--- src/hw/serial_port_regs.vh ---
// register map, field positions and timing constants of the serial port
`ifndef SERIAL_PORT_REGS_VH
`define SERIAL_PORT_REGS_VH
// byte addresses on the apb bus
`define ADDR_CTRL 8'h00
`define ADDR_DATA 8'h04
`define ADDR_TIMER 8'h08
`define ADDR_COUNT 8'h0c
`define ADDR_STAT 8'h10
`define ADDR_CLR 8'h14
`define ADDR_IEN 8'h18
// serial_control_reg fields
`define CTRL_FRAME 7
`define CTRL_ONE 6
`define CTRL_QUAL 5
`define CTRL_REN 4
`define CTRL_TB8 3
`define CTRL_RB8 2
`define CTRL_TXF 1
`define CTRL_RXF 0
// timer control fields
`define TMR_RUN 8
`define TMR_SEL_HI 10
`define TMR_SEL_LO 9
// status, clear and enable layout
`define STAT_TX 1
`define STAT_RX 0
// timer clock sources
`define SEL_DIV4 2'h0
`define SEL_DIV12 2'h1
`define SEL_DIV48 2'h2
`define SEL_EXT8 2'h3
// last prescaler count for each source
`define DIV4_LAST 6'h03
`define DIV12_LAST 6'h0b
`define DIV48_LAST 6'h2f
`define EXT8_LAST 3'h7
// 8-bit counter top and reset values
`define CNT_TOP 8'hff
`define RST_BYTE 8'h00
`define RST_SEL 2'h0
// frame bit counts and receive bit indices
`define FRAME8_BITS 4'ha
`define FRAME9_BITS 4'hb
`define RX_LAST8 4'h9
`define RX_LAST9 4'ha
`endif

--- src/hw/baud_timer.v ---
// timer 1 auto-reload counter, its hidden receive copy and baud enables
`timescale 1ns/100ps
`default_nettype none
`include "serial_port_regs.vh"
module baud_timer (
	input wire pclk, // system clock
	input wire presetn, // async reset, active low
	input wire run, // timer 1 enabled
	input wire [1:0] clk_sel, // timer clock source
	input wire ext_osc, // external oscillator level
	input wire [7:0] timer1_reload_value, // reload byte
	input wire rx_restart, // start seen: force receive reload
	output wire [7:0] timer1_low_count, // visible low count
	output reg tx_bit_tick, // one pulse per transmit bit time
	output reg rx_ovf // one pulse per receive timer overflow
);

reg [5:0] pre_r; // system clock prescaler
reg [2:0] ext_cnt_r; // external edge prescaler
reg ext_prev_r; // previous external level
reg [7:0] low_r; // transmit timer
reg [7:0] rxc_r; // receive timer copy
reg tx_half_r; // transmit overflow halver
reg [5:0] last; // prescaler terminal count
reg tick; // timer count enable
wire ext_edge; // rising edge of external clock

assign ext_edge = ext_osc & ~ext_prev_r;
assign timer1_low_count = low_r;

//////////////////////////////////////////////////////////////////////////////
// clock source selection
always @* begin
	tick = 1'b0;
	case (clk_sel)
	`SEL_DIV4: last = `DIV4_LAST;
	`SEL_DIV12: last = `DIV12_LAST;
	default: last = `DIV48_LAST;
	endcase
	if (run) begin
		if (clk_sel == `SEL_EXT8) begin
			tick = ext_edge & (ext_cnt_r == `EXT8_LAST);
		end else begin
			tick = (pre_r == last);
		end
	end
end

//////////////////////////////////////////////////////////////////////////////
// prescalers
always @(posedge pclk or negedge presetn) begin
	if (!presetn) begin
		pre_r <= 6'h00;
		ext_cnt_r <= 3'h0;
		ext_prev_r <= 1'b0;
	end else begin
		ext_prev_r <= ext_osc;
		if (!run || clk_sel == `SEL_EXT8) begin
			pre_r <= 6'h00;
		end else if (pre_r == last) begin
			pre_r <= 6'h00;
		end else begin
			pre_r <= pre_r + 6'h01;
		end
		if (!run) begin
			ext_cnt_r <= 3'h0;
		end else if (ext_edge) begin
			ext_cnt_r <= ext_cnt_r + 3'h1;
		end
	end
end

//////////////////////////////////////////////////////////////////////////////
// 8-bit auto-reload counters and divide-by-two of overflows
always @(posedge pclk or negedge presetn) begin
	if (!presetn) begin
		low_r <= `RST_BYTE;
		rxc_r <= `RST_BYTE;
		tx_half_r <= 1'b0;
		tx_bit_tick <= 1'b0;
		rx_ovf <= 1'b0;
	end else begin
		tx_bit_tick <= 1'b0;
		rx_ovf <= 1'b0;
		if (tick) begin
			if (low_r == `CNT_TOP) begin
				low_r <= timer1_reload_value;
				tx_half_r <= ~tx_half_r;
				tx_bit_tick <= tx_half_r;
			end else begin
				low_r <= low_r + 8'h01;
			end
		end
		if (rx_restart) begin
			rxc_r <= timer1_reload_value;
		end else if (tick) begin
			if (rxc_r == `CNT_TOP) begin
				rxc_r <= timer1_reload_value;
				rx_ovf <= 1'b1;
			end else begin
				rxc_r <= rxc_r + 8'h01;
			end
		end
	end
end

endmodule
`default_nettype wire

--- src/hw/serial_tx.v ---
// transmit shifter of the serial port
`timescale 1ns/100ps
`default_nettype none
`include "serial_port_regs.vh"
module serial_tx (
	input wire pclk, // system clock
	input wire presetn, // async reset, active low
	input wire load, // software wrote the data buffer
	input wire [7:0] data, // byte to send
	input wire nine_mode, // frame_size_select
	input wire tx_ninth_bit, // ninth bit in 9-bit frames
	input wire bit_tick, // one pulse per bit time
	output reg txd, // serial output, idle high
	output reg busy, // frame in progress
	output reg done // pulse at start of stop bit
);

reg [10:0] shift_r; // bits still to send, lsb first
reg [3:0] left_r; // bits still to send

//////////////////////////////////////////////////////////////////////////////
// load, then shift one bit per bit tick
always @(posedge pclk or negedge presetn) begin
	if (!presetn) begin
		shift_r <= 11'h7ff;
		left_r <= 4'h0;
		txd <= 1'b1;
		busy <= 1'b0;
		done <= 1'b0;
	end else begin
		done <= 1'b0;
		if (load && !busy) begin
			busy <= 1'b1;
			if (nine_mode) begin
				shift_r <= {1'b1, tx_ninth_bit, data, 1'b0};
				left_r <= `FRAME9_BITS;
			end else begin
				shift_r <= {1'b1, 1'b1, data, 1'b0};
				left_r <= `FRAME8_BITS;
			end
		end else if (busy && bit_tick) begin
			if (left_r == 4'h0) begin
				busy <= 1'b0; // stop bit finished
				txd <= 1'b1;
			end else begin
				txd <= shift_r[0];
				shift_r <= {1'b1, shift_r[10:1]};
				left_r <= left_r - 4'h1;
				done <= (left_r == 4'h1); // stop bit begins
			end
		end
	end
end

endmodule
`default_nettype wire

--- src/hw/serial_port.v ---
// serial port: apb registers, receiver, flags and interrupt
`timescale 1ns/100ps
`default_nettype none
`include "serial_port_regs.vh"
module serial_port (
	input wire pclk, // apb and core clock
	input wire presetn, // async reset, active low
	input wire psel, // apb select
	input wire penable, // apb access phase
	input wire pwrite, // apb direction
	input wire [7:0] paddr, // apb byte address
	input wire [31:0] pwdata, // apb write data
	output reg [31:0] prdata, // apb read data
	output reg pready, // apb ready
	output reg pslverr, // apb error, unmapped address
	input wire rxd, // serial receive line
	input wire ext_osc, // external oscillator clock
	output wire txd, // serial transmit line
	output reg irq // level interrupt
);

// receiver states, one-hot
localparam RX_IDLE = 2'b01;
localparam RX_BUSY = 2'b10;

//////////////////////////////////////////////////////////////////////////////
// register state
reg frame_size_select_r; // 9-bit frames when set
reg rx_qualify_enable_r; // stop or ninth bit must be one
reg rx_enable_r; // receiver on
reg tx_ninth_bit_r; // ninth transmit bit
reg rx_ninth_bit_r; // received stop or ninth bit
reg [1:0] stat_r; // tx_done_flag and rx_done_flag
reg [1:0] ien_r; // interrupt enables
reg [7:0] timer1_reload_byte_r; // timer reload value
reg timer_run_r; // timer 1 enabled
reg [1:0] clk_sel_r; // timer clock source
reg [7:0] serial_data_buffer_r; // receive buffer

// receiver state
reg [1:0] rx_state_r; // one-hot state
reg rxd_prev_r; // previous line level
reg phase_r; // receive overflow halver
reg [3:0] idx_r; // bit index within frame
reg [8:0] rx_shift_r; // incoming bits, lsb first

// bus decode and combinational values
reg [31:0] rd_val; // read mux result
reg hit; // address maps to a register
reg [1:0] stat_nxt; // next flag state
reg [1:0] flag_set; // hardware set events
reg [1:0] flag_clr; // software clear mask
wire setup; // apb setup cycle
wire wr_en; // write takes effect
wire start_det; // start condition on rxd
wire rx_last; // sample is the final one
wire rx_sample; // sampling point of a bit
wire rx_finish; // final bit sampled
wire qual_bit; // stop bit or ninth bit
wire rx_load; // byte accepted into buffer
wire [3:0] last_idx; // index of final bit
wire tx_load; // write to data address
wire tx_done; // transmitter reached stop bit
wire tx_bit_tick; // transmit bit enable
wire rx_ovf; // receive timer overflow
wire [7:0] timer1_low_count; // visible timer count

assign setup = psel & ~penable;
assign wr_en = psel & penable & pready & pwrite;
assign tx_load = wr_en & (paddr == `ADDR_DATA);

//////////////////////////////////////////////////////////////////////////////
// baud generation and transmitter
baud_timer u_baud (
	.pclk(pclk),
	.presetn(presetn),
	.run(timer_run_r),
	.clk_sel(clk_sel_r),
	.ext_osc(ext_osc),
	.timer1_reload_value(timer1_reload_byte_r),
	.rx_restart(start_det),
	.timer1_low_count(timer1_low_count),
	.tx_bit_tick(tx_bit_tick),
	.rx_ovf(rx_ovf)
);

serial_tx u_tx (
	.pclk(pclk),
	.presetn(presetn),
	.load(tx_load),
	.data(pwdata[7:0]),
	.nine_mode(frame_size_select_r),
	.tx_ninth_bit(tx_ninth_bit_r),
	.bit_tick(tx_bit_tick),
	.txd(txd),
	.busy(),
	.done(tx_done)
);

//////////////////////////////////////////////////////////////////////////////
// receiver control terms
// start only on a falling edge while idle and enabled
assign start_det = rx_enable_r & rx_state_r[0] & rxd_prev_r & ~rxd;
// final bit is the stop bit
assign last_idx = frame_size_select_r ? `RX_LAST9 : `RX_LAST8;
assign rx_sample = rx_state_r[1] & rx_ovf & ~phase_r;
assign rx_last = (idx_r == last_idx);
assign rx_finish = rx_sample & rx_last;
// qualifier: ninth bit in 9-bit frames, stop bit otherwise
assign qual_bit = frame_size_select_r ? rx_shift_r[8] : rxd;
assign rx_load = rx_finish & ~stat_r[`STAT_RX] &
	(~rx_qualify_enable_r | qual_bit);

//////////////////////////////////////////////////////////////////////////////
// receive state machine, runs beside the transmitter
always @(posedge pclk or negedge presetn) begin
	if (!presetn) begin
		rx_state_r <= RX_IDLE;
		rxd_prev_r <= 1'b1;
		phase_r <= 1'b0;
		idx_r <= 4'h0;
		rx_shift_r <= 9'h000;
	end else begin
		rxd_prev_r <= rxd;
		case (rx_state_r)
		RX_IDLE: begin
			if (start_det) begin
				rx_state_r <= RX_BUSY;
				phase_r <= 1'b0; // first overflow is mid start bit
				idx_r <= 4'h0;
			end
		end
		RX_BUSY: begin
			if (!rx_enable_r) begin
				rx_state_r <= RX_IDLE; // receiver switched off
			end else if (rx_ovf) begin
				phase_r <= ~phase_r;
				if (!phase_r) begin
					if (idx_r == 4'h0 && rxd) begin
						rx_state_r <= RX_IDLE; // false start
					end else if (rx_last) begin
						rx_state_r <= RX_IDLE; // frame done
					end else begin
						idx_r <= idx_r + 4'h1;
						if (idx_r != 4'h0) begin
							// data bits arrive lsb first
							rx_shift_r <= {rxd, rx_shift_r[8:1]};
						end
					end
				end
			end
		end
		default: begin
			rx_state_r <= RX_IDLE;
		end
		endcase
	end
end

//////////////////////////////////////////////////////////////////////////////
// receive buffer: holds one byte while the next is shifted in
always @(posedge pclk or negedge presetn) begin
	if (!presetn) begin
		serial_data_buffer_r <= `RST_BYTE;
		rx_ninth_bit_r <= 1'b0;
	end else if (rx_load) begin
		if (frame_size_select_r) begin
			serial_data_buffer_r <= rx_shift_r[7:0];
		end else begin
			serial_data_buffer_r <= rx_shift_r[8:1];
		end
		rx_ninth_bit_r <= qual_bit;
	end
end

//////////////////////////////////////////////////////////////////////////////
// done flags: hardware sets, software clears, set wins
always @* begin
	flag_set = 2'h0;
	flag_clr = 2'h0;
	flag_set[`STAT_TX] = tx_done;
	flag_set[`STAT_RX] = rx_load;
	if (wr_en && paddr == `ADDR_CLR) begin
		flag_clr = pwdata[1:0];
	end
	stat_nxt = (stat_r & ~flag_clr) | flag_set;
end

always @(posedge pclk or negedge presetn) begin
	if (!presetn) begin
		stat_r <= 2'h0;
		irq <= 1'b0;
	end else begin
		stat_r <= stat_nxt;
		irq <= |(stat_r & ien_r);
	end
end

//////////////////////////////////////////////////////////////////////////////
// software-written control registers
always @(posedge pclk or negedge presetn) begin
	if (!presetn) begin
		frame_size_select_r <= 1'b0;
		rx_qualify_enable_r <= 1'b0;
		rx_enable_r <= 1'b0;
		tx_ninth_bit_r <= 1'b0;
		ien_r <= 2'h0;
		timer1_reload_byte_r <= `RST_BYTE;
		timer_run_r <= 1'b0;
		clk_sel_r <= `RST_SEL;
	end else if (wr_en) begin
		if (paddr == `ADDR_CTRL) begin
			// flag and ninth receive bits are read-only here
			frame_size_select_r <= pwdata[`CTRL_FRAME];
			rx_qualify_enable_r <= pwdata[`CTRL_QUAL];
			rx_enable_r <= pwdata[`CTRL_REN];
			tx_ninth_bit_r <= pwdata[`CTRL_TB8];
		end else if (paddr == `ADDR_TIMER) begin
			// reload chosen by software for twice the baud rate
			timer1_reload_byte_r <= pwdata[7:0];
			timer_run_r <= pwdata[`TMR_RUN];
			clk_sel_r <= pwdata[`TMR_SEL_HI:`TMR_SEL_LO];
		end else if (paddr == `ADDR_IEN) begin
			ien_r <= pwdata[1:0];
		end
	end
end

//////////////////////////////////////////////////////////////////////////////
// read mux and address decode
always @* begin
	rd_val = 32'h0000_0000;
	hit = 1'b1;
	if (paddr == `ADDR_CTRL) begin
		rd_val[`CTRL_FRAME] = frame_size_select_r;
		rd_val[`CTRL_ONE] = 1'b1; // unused bit reads one
		rd_val[`CTRL_QUAL] = rx_qualify_enable_r;
		rd_val[`CTRL_REN] = rx_enable_r;
		rd_val[`CTRL_TB8] = tx_ninth_bit_r;
		rd_val[`CTRL_RB8] = rx_ninth_bit_r;
		rd_val[`CTRL_TXF] = stat_r[`STAT_TX];
		rd_val[`CTRL_RXF] = stat_r[`STAT_RX];
	end else if (paddr == `ADDR_DATA) begin
		rd_val[7:0] = serial_data_buffer_r;
	end else if (paddr == `ADDR_TIMER) begin
		rd_val[7:0] = timer1_reload_byte_r;
		rd_val[`TMR_RUN] = timer_run_r;
		rd_val[`TMR_SEL_HI:`TMR_SEL_LO] = clk_sel_r;
	end else if (paddr == `ADDR_COUNT) begin
		rd_val[7:0] = timer1_low_count;
	end else if (paddr == `ADDR_STAT) begin
		rd_val[1:0] = stat_r;
	end else if (paddr == `ADDR_CLR) begin
		rd_val = 32'h0000_0000; // write-only, reads zero
	end else if (paddr == `ADDR_IEN) begin
		rd_val[1:0] = ien_r;
	end else begin
		hit = 1'b0; // unmapped address
	end
end

//////////////////////////////////////////////////////////////////////////////
// apb answer: ready in the first access cycle
always @(posedge pclk or negedge presetn) begin
	if (!presetn) begin
		pready <= 1'b0;
		pslverr <= 1'b0;
		prdata <= 32'h0000_0000;
	end else begin
		pready <= setup;
		pslverr <= setup & ~hit;
		if (setup && !pwrite) begin
			prdata <= rd_val;
		end
	end
end

endmodule
`default_nettype wire

--- config.mk ---
export PLATFORM = sky130hd
export DESIGN_NAME = serial_port
export DESIGN_NICKNAME = d
export VERILOG_FILES = /design/src/hw/baud_timer.v /design/src/hw/serial_tx.v /design/src/hw/serial_port.v
export VERILOG_INCLUDE_DIRS = /design/src /design/src/hw
export SDC_FILE = /design/constraint.sdc
export NUM_CORES = 1
export LEC_CHECK = 0
export BUFFER_PORTS_ARGS = -buffer_cell sky130_fd_sc_hd__buf_2
export CORE_AREA = 2 2 97 99
export CTS_CLUSTER_DIAMETER = 80
export DETAILED_ROUTE_END_ITERATION = 8
export DIE_AREA = 0 0 99 101
export PLACE_DENSITY = 0.93
export SLEW_MARGIN = 30
export SYNTH_ARGS = -nofsm -noshare
export SYNTH_HDL_FRONTEND = slang
export SYNTH_HIERARCHICAL = 1
export SYNTH_SLANG_ARGS = --single-unit
--- constraint.sdc ---
create_clock -name pclk -period 3.1 [get_ports pclk]
set_input_delay 0.31 -clock pclk [delete_from_list [all_inputs] [get_ports pclk]]
set_output_delay 0.31 -clock pclk [all_outputs]
set_load 0.005 [all_outputs]
==> reports/metrics.csv <==
metric,value,unit
CP Launch Type,primary input,
clock net sink count,105,
largest net degree at the start of global routing,48,
"commonest non-fill, non-tap cell in the layout",dfrtp_1,
total global-route track usage,0.2530,
VDD IR max,0.2643,mV
H-tree levels,3,
GRT overflow,0,
library cells used by synthesis,67,
"Avg Cell Area, Syn",10.53,um^2
critical path's slowest cell,or4_1,
Post-Synth XOR/XNOR Area,0.01124,
design area,5871,um^2
post-synthesis simple-gate area fraction,0.1629,
Synth-to-Final Area Change,7.639,%
root buffer cell,clkbuf_8,
Nets,610,
Crit. End Element,flip-flop,
async set or reset register ratio after synthesis,1.000,
crit share post-route,0.8056,
RSZ-0062 raised after global routing,false,
vias in the first global route,4096,
wire length of the first global-routing pass,19840,um
FMAX,400.4,MHz
detailed router's first-iteration violation count,394,
top_reg_cell synth,dfrtp_1,
combinational family with the most area after synthesis,simple AND/OR/NAND/NOR gates,
sequential-to-total area share from yosys stat,0.4847,
Crit path required time,3390,ps
Setup Crit Path Kind,in2reg,
RD Place Congestion,0.9252,
CP max FO,8,
WL/cell,18.42,um
Slew @ Worst Pin,685.9,ps
io pins,83,
CP arrival,2790,ps
total wire length,12320,um
most frequent cells in the layout,"dfrtp_1, nand2_1, buf_2",
power per cell area,414.4,nW/um^2
mux cell area share after synthesis,0.1207,
post-DP HPWL,8887,um
share of the synthesized area in the top cell type,0.4221,
top cells by area in the synthesized netlist,"dfrtp_1, mux2_2, dfstp_2",
run status,"finished, final reports clean",
Synth Area in Compound Gates,0.1390,
Longest Clk Path Bufs,2,
Max stage delay on crit path,670,ps
Starting Density,0.6075,
Post-synth EDFFs,0,
fillers,654,
Hold Crit Class,in2reg,
clk_lat worst skew,370,ps
Max Clock Skew,9.726,ps
postcts setup bufs,0,
Setup Viol. Count Final,0,
post-synthesis adder-cell area fraction,0.02294,
total number of vias,4304,
via/cell ratio,6.433,
DRT antenna net count,0,
Leakage,0.002867,uW
Die Ht,101,um
"Reg clk slew, reported paths",100,ps
setup TNS,0,ps
drt pass-1 iters,8,
TritonCTS clock tree,yes,
maxcap violations,0,
cell count after synthesis,518,
Die X,99,um
critical-path cell list,buf_2 -> or4_1 -> or2_2 -> nor3_1 -> nor2b_1 -> buf_4 -> a31oi_1 -> a21oi_1,
drt drc,0,
antenna violations before repair,0,
Synth Warn #,6,
"Slew Viols, Final",0,
Syn Std Cell Area,5454,um^2
Antenna Cells,0,
flip-flop and latch count after synthesis,105,
cell taking the most area after synthesis,dfrtp_1,
"Hold Vio Cnt, Final",0,
Buffers on Ports,40,
area of the core,8977,um^2
number of cell rows,35,
clock period minus worst slack,2498,ps
Area after DPL,5642,um^2
CTS buffer count,9,
die area,9999,um^2
Rel. slew slack,0.5367,
layout cells sized above 1,0.2294,
worst paths after layout:
kind | from | to | slack [ps] | cells past startpoint
min in group asynchronous | presetn | idx_r[2] | 480 | 2
min | ext_osc | u_baud/ext_prev_r | 60 | 1
max reg2reg | clk_sel_r[1] | u_baud/rxc_r[6] | 960 | 5
min reg2reg | u_baud/pre_r[0] | u_baud/pre_r[0] | 470 | 1
max in group asynchronous | presetn | u_tx/shift_r[1] | 1770 | 3
max | paddr[5] | u_tx/shift_r[6] | 600 | 8
cell usage after synthesis (all sizes together), types with 3 or more instances:
master and instances:
nor3b 5, nand3b 3, dfrtp 92, xnor2 4
ha 10, nor2b 8, o22a 6, and2 7
or4 4, clkbuf 9, and3 8, nor3 8
a21oi 28, nor2 30, a211oi 3, nand4 8
buf 33, mux2 42, or3 3, o221ai 5
o31ai 3, nand3 19, a21o 3, a41oi 3
a31oi 14, mux2i 17, nor4 6, nand2 41
xor2 3, inv 13, dfstp 13, o21ai 31
nand2b 8, a22o 4
flip-flops by register name, summed over array words and instances (netlist names), 3 cells and up:
register,cells
rx_shift_r,9
idx_r,4
serial_data_buffer_r,8
u_baud/pre_r,6
timer1_reload_byte_r,8
u_baud/rxc_r,8
u_baud/ext_cnt_r,3
u_tx/left_r,4
u_baud/timer1_low_count,8
prdata,11
u_tx/shift_r,10
where the power goes:
part	leakage (uW)	internal, uW	total, uW	switching [uW]
Combinational	0.00139	36.7	116	79.6
Clock	0.000111	460	923	463
Sequential	0.00136	1380	1390	11.5
Total	0.00287	1880	2430	555
area by class of cell:
type / count / area, um^2 / area share
Clock inverter: 6 / 91.34 / 0.01556
Clock buffer: 10 / 127.6 / 0.02174
Tap cell: 111 / 138.9 / 0.02366
Sequential cell: 105 / 2644 / 0.4503
Inverter: 13 / 48.80 / 0.008312
Multi-Input combinational cell: 378 / 2570 / 0.4378
Timing Repair Buffer: 46 / 250.2 / 0.04263
critical path: cells and delay by family:
family | cells | cell delay [ps]
compound gates | 2 | 290
buf+inv | 2 | 360
simple gates | 4 | 1830
cells by family (layout without fill, tap and decap cells):
group                    after synthesis  after routing
flip-flops                           105            105
multiplexers                          59             59
other                                  1             21
AO/OA/AOI/OAI                        114            114
AND/OR/NAND/NOR                      167            167
buffers and inverters                 55             75
adder cells (fa/ha/maj)               10             10
XOR/XNOR                               7              7
stage by stage:
step | utilization | cells | total power, uW | hold slack [ps] | worst slack, ps
CTS | 0.6539 | 669 | 2435 | 52.75 | 679.8
floorplan | - | 538 | 1485 | 14.41 | 914.8
global placement | 0.6284 | 652 | 1527 | 345.1 | 511.2
finish | 0.6539 | 669 | 2433 | 62.10 | 602.5
detailed placement | 0.6284 | 652 | 1533 | 356.1 | 359.2
global route | 0.6539 | 669 | 2505 | 45.54 | 483.6
per-layer routing:
metal	routed length, um	global-route usage	vias to the layer above
met5	0	0	-
met4	331	0.1064	0
met3	837	0.04785	37
met2	6116	0.4309	236
met1	5036	0.3182	2118
li1	-	-	1913
repair_timing:
item,in CTS,in global routing
hold endpoints to repair,42,0
resized for setup,0,0
hold buffers,1,0
Note: power is estimated with default switching activity, not from simulation.
